### src/rtl/dsw_defines.vh
// Constants of the serial command word decoder
// Operation
// - A command word is 16 bits: four program bits above twelve data bits.
// - Bit 15 select high, 14 speed, 13 power-down, 12 select low; data MSB first.
// - Select 00 loads B and buffer, 01 buffer, 10 A plus buffer to B, 11 reserved.
// - The twelve data bits become the new code of each selected target; here a word with the power-down bit set writes no target.
// - Speed bit 1 selects fast settling, 0 selects slow settling; here a power-down word leaves the speed unchanged.
// - The selected output changes on the rising serial edge after bit 0.
// - Buffer word then A word updates both outputs together after second word's bit 0.
// - Falling chip select starts a transfer; one bit shifts per falling serial edge.
// - The shift register moves to the latch after 16 bits or on chip select rise.
// - Reset clears all internal latches to zero.
`ifndef DSW_DEFINES_VH
`define DSW_DEFINES_VH
`define DSW_WORD_BITS 16
`define DSW_DATA_BITS 12
`define DSW_CNT_BITS 5
`define DSW_CNT_ZERO 5'h00
`define DSW_CNT_LAST 5'h0f
`define DSW_CNT_FULL 5'h10
`define DSW_BIT_SEL_HI 15
`define DSW_BIT_SPEED 14
`define DSW_BIT_PWDN 13
`define DSW_BIT_SEL_LO 12
`define DSW_SEL_B_BUF 2'b00
`define DSW_SEL_BUF 2'b01
`define DSW_SEL_A_XFER 2'b10
`define DSW_CODE_RESET 12'h000
`define DSW_WORD_RESET 16'h0000
`endif

### src/rtl/dsw_decoder.v
// Serial command word decoder for a dual 12-bit DAC
`include "dsw_defines.vh"
module dsw_decoder (
    input wire I_CLOCK,
    input wire I_RST,
    input wire I_CS_N,
    input wire I_SCLK,
    input wire I_DIN,
    output reg [11:0] O_DAC_A_CODE,
    output reg [11:0] O_DAC_B_CODE,
    output reg [11:0] O_BUFFER_CODE,
    output reg O_SPEED_FAST,
    output reg O_POWER_DOWN,
    output reg O_UPDATE
);
    // Pin order inside the synchroniser bank
    localparam PIN_DIN = 0;
    localparam PIN_SCLK = 1;
    localparam PIN_CS = 2;
    localparam NUM_PINS = 3;

    // Raw pins and their filtered levels
    wire [NUM_PINS-1:0] pin_raw;
    wire [NUM_PINS-1:0] pin_lvl;
    wire cs_n_lvl;
    wire sclk_lvl;
    wire din_lvl;

    // Edge detection of the filtered levels
    reg cs_n_d;
    reg sclk_d;
    wire cs_fall;
    wire cs_rise;
    wire sclk_fall;
    wire sclk_rise;

    // Word assembly
    reg [`DSW_WORD_BITS-1:0] shift;
    reg [`DSW_CNT_BITS-1:0] count;
    reg pending;
    reg [`DSW_WORD_BITS-1:0] word;
    reg [`DSW_WORD_BITS-1:0] next_shift;
    reg [`DSW_CNT_BITS-1:0] next_count;
    reg next_pending;
    reg [`DSW_WORD_BITS-1:0] next_word;
    wire [`DSW_WORD_BITS-1:0] shifted;
    wire count_full;
    wire count_empty;
    wire shift_step;
    wire last_step;
    wire cut_word;
    wire apply;

    // Decoded command
    wire [1:0] target_select;
    wire [`DSW_DATA_BITS-1:0] new_code;
    wire pd_word;
    wire write_en;
    reg load_a;
    reg load_b;
    reg b_from_buf;
    reg load_buf;
    reg sel_valid;

    ////////////////////////////////////////////////////////////////////////////
    // Pin synchronisers, one per pin
    assign pin_raw = {I_CS_N, I_SCLK, I_DIN};

    genvar gi;
    generate
        for (gi = 0; gi < NUM_PINS; gi = gi + 1) begin : g_sync
            dsw_pin_sync u_sync (
                .I_CLOCK(I_CLOCK),
                .I_RST(I_RST),
                .i_pin(pin_raw[gi]),
                .o_level(pin_lvl[gi])
            );
        end
    endgenerate

    // Named views of the filtered levels
    assign cs_n_lvl = pin_lvl[PIN_CS];
    assign sclk_lvl = pin_lvl[PIN_SCLK];
    assign din_lvl = pin_lvl[PIN_DIN];

    ////////////////////////////////////////////////////////////////////////////
    // Edge detection
    // Delayed levels; reset values match the synchroniser reset level of 0,
    // so only a pin that is high after reset, such as chip select, shows an edge while the filters settle
    always @(posedge I_CLOCK) begin
        if (I_RST) begin
            cs_n_d <= 1'b0;
            sclk_d <= 1'b0;
        end else begin
            cs_n_d <= cs_n_lvl;
            sclk_d <= sclk_lvl;
        end
    end

    // Falling serial edges count only while the chip is selected
    assign cs_fall = cs_n_d & ~cs_n_lvl;
    assign cs_rise = ~cs_n_d & cs_n_lvl;
    assign sclk_fall = sclk_d & ~sclk_lvl & ~cs_n_lvl;
    assign sclk_rise = ~sclk_d & sclk_lvl;

    ////////////////////////////////////////////////////////////////////////////
    // Bit counter conditions
    // Edges beyond the sixteenth are ignored until the next select
    assign count_full = (count == `DSW_CNT_FULL);
    assign count_empty = (count == `DSW_CNT_ZERO);
    assign shift_step = sclk_fall & ~cs_fall & ~count_full;
    assign last_step = shift_step & (count == `DSW_CNT_LAST);
    assign cut_word = cs_rise & ~count_full & ~count_empty;
    assign apply = pending & (sclk_rise | cs_rise);

    // Shift value with the new bit entering at the bottom, MSB first
    assign shifted = {shift[`DSW_WORD_BITS-2:0], din_lvl};

    ////////////////////////////////////////////////////////////////////////////
    // Next state of the word assembly
    // Chip select fall restarts the count; a select rise cuts a short word
    always @* begin
        next_shift = shift;
        next_count = count;
        next_word = word;
        next_pending = pending;
        if (cs_fall) begin
            next_count = `DSW_CNT_ZERO;
        end else if (shift_step) begin
            next_shift = shifted;
            next_count = count + 1'b1;
            if (last_step) begin
                next_word = shifted;
                next_pending = 1'b1;
            end
        end else if (cut_word) begin
            next_word = shift;
            next_pending = 1'b1;
            next_count = `DSW_CNT_FULL;
        end
        if (apply) begin
            next_pending = 1'b0;
        end
    end

    // Word assembly registers
    always @(posedge I_CLOCK) begin
        if (I_RST) begin
            shift <= `DSW_WORD_RESET;
            count <= `DSW_CNT_ZERO;
            pending <= 1'b0;
            word <= `DSW_WORD_RESET;
        end else begin
            shift <= next_shift;
            count <= next_count;
            pending <= next_pending;
            word <= next_word;
        end
    end

    ////////////////////////////////////////////////////////////////////////////
    // Command decode
    assign target_select = {word[`DSW_BIT_SEL_HI], word[`DSW_BIT_SEL_LO]};
    assign new_code = word[`DSW_DATA_BITS-1:0];
    assign pd_word = word[`DSW_BIT_PWDN];
    assign write_en = apply & ~pd_word;

    // Target latches chosen by the select code; code 11 touches nothing
    always @* begin
        load_a = 1'b0;
        load_b = 1'b0;
        b_from_buf = 1'b0;
        load_buf = 1'b0;
        sel_valid = 1'b1;
        case (target_select)
            `DSW_SEL_B_BUF: begin
                load_b = 1'b1;
                load_buf = 1'b1;
            end
            `DSW_SEL_BUF: begin
                load_buf = 1'b1;
            end
            `DSW_SEL_A_XFER: begin
                load_a = 1'b1;
                b_from_buf = 1'b1;
            end
            default: begin
                sel_valid = 1'b0;
            end
        endcase
    end

    ////////////////////////////////////////////////////////////////////////////
    // Outputs, all registered
    // Update pulse for every applied word except a reserved-code word without the power-down bit
    always @(posedge I_CLOCK) begin
        if (I_RST) begin
            O_UPDATE <= 1'b0;
        end else begin
            O_UPDATE <= apply & (pd_word | sel_valid);
        end
    end

    // Power-down follows bit 13 of every applied word
    always @(posedge I_CLOCK) begin
        if (I_RST) begin
            O_POWER_DOWN <= 1'b0;
        end else if (apply) begin
            O_POWER_DOWN <= pd_word;
        end
    end

    // Settling speed, left alone by a power-down word
    always @(posedge I_CLOCK) begin
        if (I_RST) begin
            O_SPEED_FAST <= 1'b0;
        end else if (write_en) begin
            O_SPEED_FAST <= word[`DSW_BIT_SPEED];
        end
    end

    // DAC A latch
    always @(posedge I_CLOCK) begin
        if (I_RST) begin
            O_DAC_A_CODE <= `DSW_CODE_RESET;
        end else if (write_en && load_a) begin
            O_DAC_A_CODE <= new_code;
        end
    end

    // DAC B latch, loaded directly or from the buffer together with A
    always @(posedge I_CLOCK) begin
        if (I_RST) begin
            O_DAC_B_CODE <= `DSW_CODE_RESET;
        end else if (write_en && load_b) begin
            O_DAC_B_CODE <= new_code;
        end else if (write_en && b_from_buf) begin
            O_DAC_B_CODE <= O_BUFFER_CODE;
        end
    end

    // Holding buffer
    always @(posedge I_CLOCK) begin
        if (I_RST) begin
            O_BUFFER_CODE <= `DSW_CODE_RESET;
        end else if (write_en && load_buf) begin
            O_BUFFER_CODE <= new_code;
        end
    end
endmodule // dsw_decoder

### src/rtl/dsw_pin_sync.v
// Three-stage pin synchroniser with agreement filter
module dsw_pin_sync (
    input wire I_CLOCK,
    input wire I_RST,
    input wire i_pin,
    output reg o_level
);
    reg s1;
    reg s2;
    reg s3;

    // Level changes only once stages two and three agree
    always @(posedge I_CLOCK) begin
        if (I_RST) begin
            s1 <= 1'b0;
            s2 <= 1'b0;
            s3 <= 1'b0;
            o_level <= 1'b0;
        end else begin
            s1 <= i_pin;
            s2 <= s1;
            s3 <= s2;
            if (s2 == s3) begin
                o_level <= s3;
            end
        end
    end
endmodule // dsw_pin_sync

### config.mk
export PLATFORM = sky130hd
export DESIGN_NAME = dsw_decoder
export DESIGN_NICKNAME = d
export VERILOG_FILES = /design/src/rtl/dsw_decoder.v /design/src/rtl/dsw_pin_sync.v
export VERILOG_INCLUDE_DIRS = /design/src /design/src/rtl
export SDC_FILE = /design/constraint.sdc
export NUM_CORES = 1
export LEC_CHECK = 0
export ABC_AREA = 1
export BUFFER_PORTS_ARGS = -buffer_cell sky130_fd_sc_hd__buf_2
export CORE_MARGIN = 4
export CORE_UTILIZATION = 33
export CTS_CLUSTER_DIAMETER = 30
export CTS_CLUSTER_SIZE = 20
export DETAILED_ROUTE_END_ITERATION = 7
export SYNTH_ARGS = -nofsm -noshare
export SYNTH_HDL_FRONTEND = slang
export SYNTH_SLANG_ARGS = --single-unit
### constraint.sdc
create_clock -name I_CLOCK -period 3.91 [get_ports I_CLOCK]
set_input_delay 0.1955 -clock I_CLOCK [delete_from_list [all_inputs] [get_ports I_CLOCK]]
set_output_delay 0.1955 -clock I_CLOCK [all_outputs]
set_load 0.02 [all_outputs]
==> results.sh, run 1 <==
export IMPL_status="finished, final reports clean"
export IMPL_clk_pin_slew_ns=0.07
export IMPL_cp_end_kind="flip-flop"
export IMPL_viasPerCell=4.62
export IMPL_power_internal_mw=1.45
export IMPL_syn_nets=527
export IMPL_initial_core_util_pct=34.2
export IMPL_layout_commonest_cell="nand2_1"
export IMPL_final_cell_area_sq_um=4340
export IMPL_synth_edff_count=0
export IMPL_die_h_um=115
export IMPL_cp_max_fo=25
export IMPL_max_freq_mhz=470
export IMPL_die_w_um=115
export IMPL_worstMarginPinSlew_ns=0.953
export IMPL_ant_nets=0
export IMPL_clock_latency_ns=0.35
export IMPL_ys_ff_latch=91
export IMPL_synth_seq_area_share_pct=48.2
export IMPL_area_growth_pct=14.9
export IMPL_fin_ws_ns=1.78
export IMPL_numCtsBuffers=9
export IMPL_drive_gt1_share_pct=14.2
export IMPL_drtIter0Drc=219
export IMPL_diodes=0
export IMPL_drt_wl_total_mm=8.02
export IMPL_hold_viol=0
export IMPL_gp_congestion=0.767
export IMPL_arrival_ns=2.33
export IMPL_grt_max_degree=55
export IMPL_die_area_sq_um=13200
export IMPL_rsz0062_at_grt="false"
export IMPL_grt_pass1_wl_mm=13.8
export IMPL_pwr_share_seq_pct=49.7
export IMPL_postCtsResizedCells=0
export IMPL_dpl_cell_area_sq_um=4020
export IMPL_ios=44
export IMPL_slowest_stage="nor3_4"
export IMPL_cts_sinks=91
export IMPL_dpl_hpwl_mm=5.52
export IMPL_ctsHoldBuffers=0
export IMPL_grt_pass1_vias=3007
export IMPL_ys_types=29
export IMPL_maxCapViolations=0
export IMPL_pwr_share_comb_pct=1.8
export IMPL_fin_crit_ns=2.13
export IMPL_synth_area_sq_um=3780
export IMPL_rows=38
export IMPL_drcViolationCount=0
export IMPL_slew_violations=0
export IMPL_cts_root_buf="clkbuf_16"
export IMPL_finalSetupTns_ns=0
export IMPL_io_buffers=43
export IMPL_cts_max_path_buffers=2
export IMPL_grt_overflow_total=0
export IMPL_dp_slack_ns=1.81
export IMPL_crit_type="reg -> reg"
export IMPL_critPathBufInv=1
export IMPL_critPathMaxStageDelay_ns=0.72
export IMPL_ys_warn_count=0
export IMPL_register_area_sq_um=1820
export IMPL_clkPwrFrac_pct=48.5
export IMPL_drtPass1Iterations=4
export IMPL_synthFlopType="dfxtp_1"
export IMPL_start_kind="flip-flop"
export IMPL_fill_cells=1135
export IMPL_grt_total_usage_pct=12.8
export IMPL_final_cell_mix="124 x nand2_1, 92 x nor2_1, 91 x dfxtp_1"
export IMPL_final_core_util_pct=39.3
export IMPL_synthCells=519
export IMPL_antenna_found_initial=0
export IMPL_postSynthAreaPerCell_sq_um=7.28
export IMPL_holdCritPathClass="in -> reg"
export IMPL_wl_per_cell_um=11.6
export IMPL_crit_chain="inv_1, nor3_4, nand2_1, nand2_1, a21oi_1"
export IMPL_async_flop_share_pct=0
export IMPL_p_leak_nw=1.94
export IMPL_cpMostUsedCell="nand2_1"
export IMPL_switching_share_pct=22.5
export IMPL_critPathTopFamily="simple AND/OR/NAND/NOR gates"
export IMPL_irDropWorstVdd_v=0.000275
export IMPL_fin_worst_hold_slack_ns=0.0580
export IMPL_h_tree_depth=3
export IMPL_cp_required_ns=4.11
export IMPL_switchingPower_mw=0.422
export IMPL_cts_tree="yes"
export IMPL_slew_headroom_pct=36.4
export IMPL_period_share_pct=54.5
export IMPL_powerDensity_nw_per_um2=432
export IMPL_core_area_sq_um=11000
export IMPL_post_cts_buffers=0
export IMPL_vias=3192
export IMPL_finalSetupViolCount=0
export IMPL_finClkSkew_ns=0.0154
export IMPL_nNetsFinal=554
export IMPL_multi_input_area_sq_um=1580
-- worst register-to-register path, delay by kind of cell (launching register included) --
kind / cells / cell delay, ns
AOI/OAI and AO/OA: 1 / 0.07
buffers and inverters: 1 / 0.22
DFF: 1 / 0.37
and+or+nand+nor: 3 / 1.33
-- per-stage QoR --
stage	instances	power, mW
after floorplan	519	0.980
after global placement	675	0.987
after detailed placement	675	0.988
after global routing	691	1.94
after CTS	691	1.90
final	691	1.88
-- path summary, 6_finish.rpt --
check	cells after the start	endpoint	slack, ns	from
worst max-delay path	5	O_DAC_A_CODE[9]	1.78	word[15]
worst min-delay path	3	g_sync[0].u_sync.s1	0.06	I_DIN
worst max register to register	5	O_DAC_A_CODE[9]	1.78	word[15]
worst min register to register	2	g_sync[1].u_sync.s2	0.40	g_sync[1].u_sync.s1
-- state kept, by name, summed over array words and instances, names as in the netlist, 3 cells and up --
name and cells:
g_sync.u_sync.s3 3, count 5, shift 16, g_sync.u_sync.o_level 3, g_sync.u_sync.s2 3, O_DAC_B_CODE 12
O_DAC_A_CODE 12, word 16, g_sync.u_sync.s1 3, O_BUFFER_CODE 12
-- per-layer routing --
layer | part of all wire, % | routed length, um | track usage, % | vias up
met4 | 2.0 | 161 | 8.37 | 0
li1 | - | - | - | 1680
met3 | 4.2 | 335 | 2.16 | 11
met5 | 0 | 0 | 0 | -
met1 | 48 | 3850 | 15.8 | 1441
met2 | 46 | 3670 | 20.6 | 60
-- cells by family after synthesis --
family | synth area share, %
xor+xnor | 0.232
fa+ha+maj | 0.994
buf+inv | 9.91
simple gates | 33.0
compound gates | 7.62
flops | 48.2
-- cells in the mapped netlist (2+ instances only) --
| library cell | n | area share, % |
|---|---|---|
| buf_2 | 10 | 1.3 |
| nor2_1 | 92 | 9.1 |
| clkbuf_1 | 8 | 0.80 |
| dfxtp_1 | 91 | 48 |
| nand3_1 | 41 | 5.4 |
| nor3_1 | 2 | 0.27 |
| inv_2 | 5 | 0.50 |
| buf_6 | 4 | 1.2 |
| nand4_1 | 14 | 2.3 |
| nand2_1 | 124 | 12 |
| o21ai_0 | 15 | 2.0 |
| a21oi_1 | 33 | 4.4 |
| buf_1 | 5 | 0.50 |
| ha_1 | 3 | 0.99 |
| inv_1 | 52 | 5.2 |
| nand2_2 | 2 | 0.33 |
| o21ai_1 | 3 | 0.40 |
| nor2_4 | 2 | 0.60 |
| nand2_4 | 3 | 0.89 |
-- area by class of cell --
type,instances,share of cell area [%]
Sequential cell,91,42.0
Multi-Input combinational cell,342,36.4
Clock buffer,9,5.19
Timing Repair Buffer,44,5.13
Inverter,58,5.13
Tap cell,140,4.04
Clock inverter,7,2.13
-- power by group through the flow --
| stage | clock network (mW) | registers, mW | logic [mW] |
|---|---|---|---|
| floorplan | 0 | 0.954 | 0.0257 |
| global placement | 0 | 0.954 | 0.0327 |
| detailed placement | 0 | 0.955 | 0.0332 |
| CTS | 0.934 | 0.933 | 0.0333 |
| global route | 0.971 | 0.933 | 0.0384 |
| finish | 0.910 | 0.933 | 0.0331 |
Power figures use the tool's default switching activity.
==> run 2, diff against run 1 <==
ABC_AREA = 0   (was 1)
clock period = 1.8 ns   (was 3.91 ns; I/O delays follow)
==> run 2 against run 1 <==
Effect of this change: die area fell by 8.8%; the flow now finishes with violations (negative setup slack); highest routed layer unchanged; total power rose by 95%; critical endpoint is now word[4]; clock power rose by 74%.
==> results.sh, run 2 <==
export IMPL_cts_tree="yes"
export IMPL_clock_latency_ns=0.37
export IMPL_core_area_sq_um=9910
export IMPL_final_core_util_pct=43.8
export IMPL_wl_per_cell_um=13.4
export IMPL_die_w_um=110
export IMPL_antenna_found_initial=0
export IMPL_ys_ff_latch=91
export IMPL_period_share_pct=101
export IMPL_maxCapViolations=0
export IMPL_postSynthAreaPerCell_sq_um=9.80
export IMPL_drtPass1Iterations=4
export IMPL_vias=2639
export IMPL_drive_gt1_share_pct=28.2
export IMPL_synthSimpleGateAreaFrac_pct=15.5
export IMPL_start_kind="flip-flop"
export IMPL_fin_crit_ns=1.82
export IMPL_status="finished, violations left"
export IMPL_finClkSkew_ns=0.0167
export IMPL_dp_cells=520
export IMPL_violations="negative setup slack"
export IMPL_yosys_area_top_type_share_pct=53.3
export IMPL_grt_max_degree=58
export IMPL_hold_viol=0
export IMPL_slew_violations=0
export IMPL_fin_ws_ns=-0.0234
export IMPL_holdCritPathClass="in -> reg"
export IMPL_cp_end_kind="flip-flop"
export IMPL_cts_sinks=91
export IMPL_nNetsFinal=411
export IMPL_drcViolationCount=0
export IMPL_cp_max_fo=7
export IMPL_synthFlopType="dfxtp_1"
export IMPL_synthAdderAreaFrac_pct=1.10
export IMPL_synth_top_family_by_area="simple AND/OR/NAND/NOR gates"
export IMPL_die_h_um=110
export IMPL_dp_slack_ns=-0.0359
export IMPL_worstMarginPinSlew_ns=0.473
export IMPL_p_leak_nw=1.73
export IMPL_layout_commonest_cell="dfxtp_1"
export IMPL_drt_wl_total_mm=7.26
export IMPL_h_tree_depth=3
export IMPL_irDropWorstVdd_v=0.000475
export IMPL_final_cell_mix="88 x dfxtp_1, 61 x nor2_1, 43 x buf_2"
export IMPL_synth_compound_area_share_pct=13.6
export IMPL_finalSetupTns_ns=-0.0234
export IMPL_io_buffers=43
export IMPL_finalPower_mw=3.67
export IMPL_syn_nets=357
export IMPL_ys_warn_count=0
export IMPL_crit_type="reg -> reg"
export IMPL_grt_pass1_wl_mm=11.7
export IMPL_ys_types=38
export IMPL_top_regs="shift: 16 flops, word: 16 flops"
export IMPL_powerDensity_nw_per_um2=845
export IMPL_final_cell_area_sq_um=4340
export IMPL_grt_total_usage_pct=12.5
export IMPL_ios=44
export IMPL_clk_pin_slew_ns=0.09
export IMPL_ant_nets=0
export IMPL_die_area_sq_um=12100
export IMPL_stdcell_count=541
export IMPL_rows=36
export IMPL_numCtsBuffers=9
export IMPL_synthCells=349
export IMPL_synth_edff_count=0
export IMPL_area_growth_pct=26.9
export IMPL_grt_overflow_total=0
export IMPL_synthMuxAreaShare_pct=12.3
export IMPL_dpl_cell_area_sq_um=3890
export IMPL_rsz0062_at_grt="true"
export IMPL_gp_congestion=0.779
export IMPL_fin_worst_hold_slack_ns=0.0535
export IMPL_arrival_ns=2.10
export IMPL_viasPerCell=4.88
export IMPL_cp_required_ns=2.08
export IMPL_slew_headroom_pct=68.2
export IMPL_diodes=0
export IMPL_synth_xor_area_share_pct=0
export IMPL_cts_root_buf="clkbuf_8"
export IMPL_drtIter0Drc=116
export IMPL_synth_commonest_cells="91 x dfxtp_1, 61 x nor2_1, 42 x mux2i_1, 18 x a21oi_1, 17 x a221oi_1"
export IMPL_async_flop_share_pct=0
export IMPL_synth_area_leaders="dfxtp_1 53%, mux2i_1 12%, nor2_1 6.7%, a221oi_1 4.4%, a211oi_1 2.9%"
export IMPL_dpl_hpwl_mm=4.97
export IMPL_grt_pass1_vias=2431
export IMPL_max_freq_mhz=548
export IMPL_initial_core_util_pct=34.5
export IMPL_finalSetupViolCount=1
export IMPL_synth_seq_area_share_pct=53.3
export IMPL_cts_max_path_buffers=2
export IMPL_synth_area_sq_um=3420
export IMPL_yosysTopAreaCell="dfxtp_1"
export IMPL_post_synth_top_count_cell="dfxtp_1"
## run 2: power breakdown
group          internal, mW  switching [mW]
clock network         0.811           0.773
registers              2.02         0.00284
logic                0.0216          0.0389
total                  2.85           0.815
## run 2: logic make-up (layout without fill, tap and decap cells)
group / Yosys count / in the layout
buffers and inverters: 34 / 93
flip-flops: 91 / 91
AO/OA/AOI/OAI: 65 / 65
adder cells (fa/ha/maj): 3 / 3
AND/OR/NAND/NOR: 114 / 114
multiplexers: 42 / 42
## run 2: worst paths after layout
path / to / startpoint / cells past startpoint / slack, ns
setup / recovery: word[4] / count[1] / 7 / -0.02
hold reg to reg: g_sync[2].u_sync.s2 / g_sync[2].u_sync.s1 / 1 / 0.45
setup reg to reg: word[4] / count[1] / 7 / -0.02
hold / removal: g_sync[2].u_sync.o_level / I_RST / 2 / 0.05
## run 2: cell type report
cell class	instances	area, sq um
Clock buffer	9	124
Multi-Input combinational cell	224	1610
Tap cell	133	166
Fill cell	968	5570
Inverter	9	33.8
Clock inverter	7	108
Sequential cell	91	1830
Timing Repair Buffer	68	467
## run 2: repair_timing
action                                  in CTS  in global routing
endpoints found under the setup margin      13                 18
gates resized for setup                      4                 30
endpoints found under the hold margin        3                  0
buffers inserted                             1                  1
hold buffers                                 3                  0
pin swaps                                    2                  8
## run 2: critical path, cell delays in order (launching register included)
cell and delay [ns]:
dfxtp_2 0.37, inv_2 0.05, ha_4 0.14, and4bb_2 0.22, or3_4 0.36, buf_8 0.16
mux2i_4 0.19, a221oi_2 0.26
## run 2: metal layers
metal  vias up  part of all wire, %  global-route usage [%]
met3         6                  4.4                    3.76
li1       1337                    -                       -
met1      1247                   48                    16.2
met2        49                   46                    19.4
met4         0                  1.6                    4.99
met5         -                    0                       0
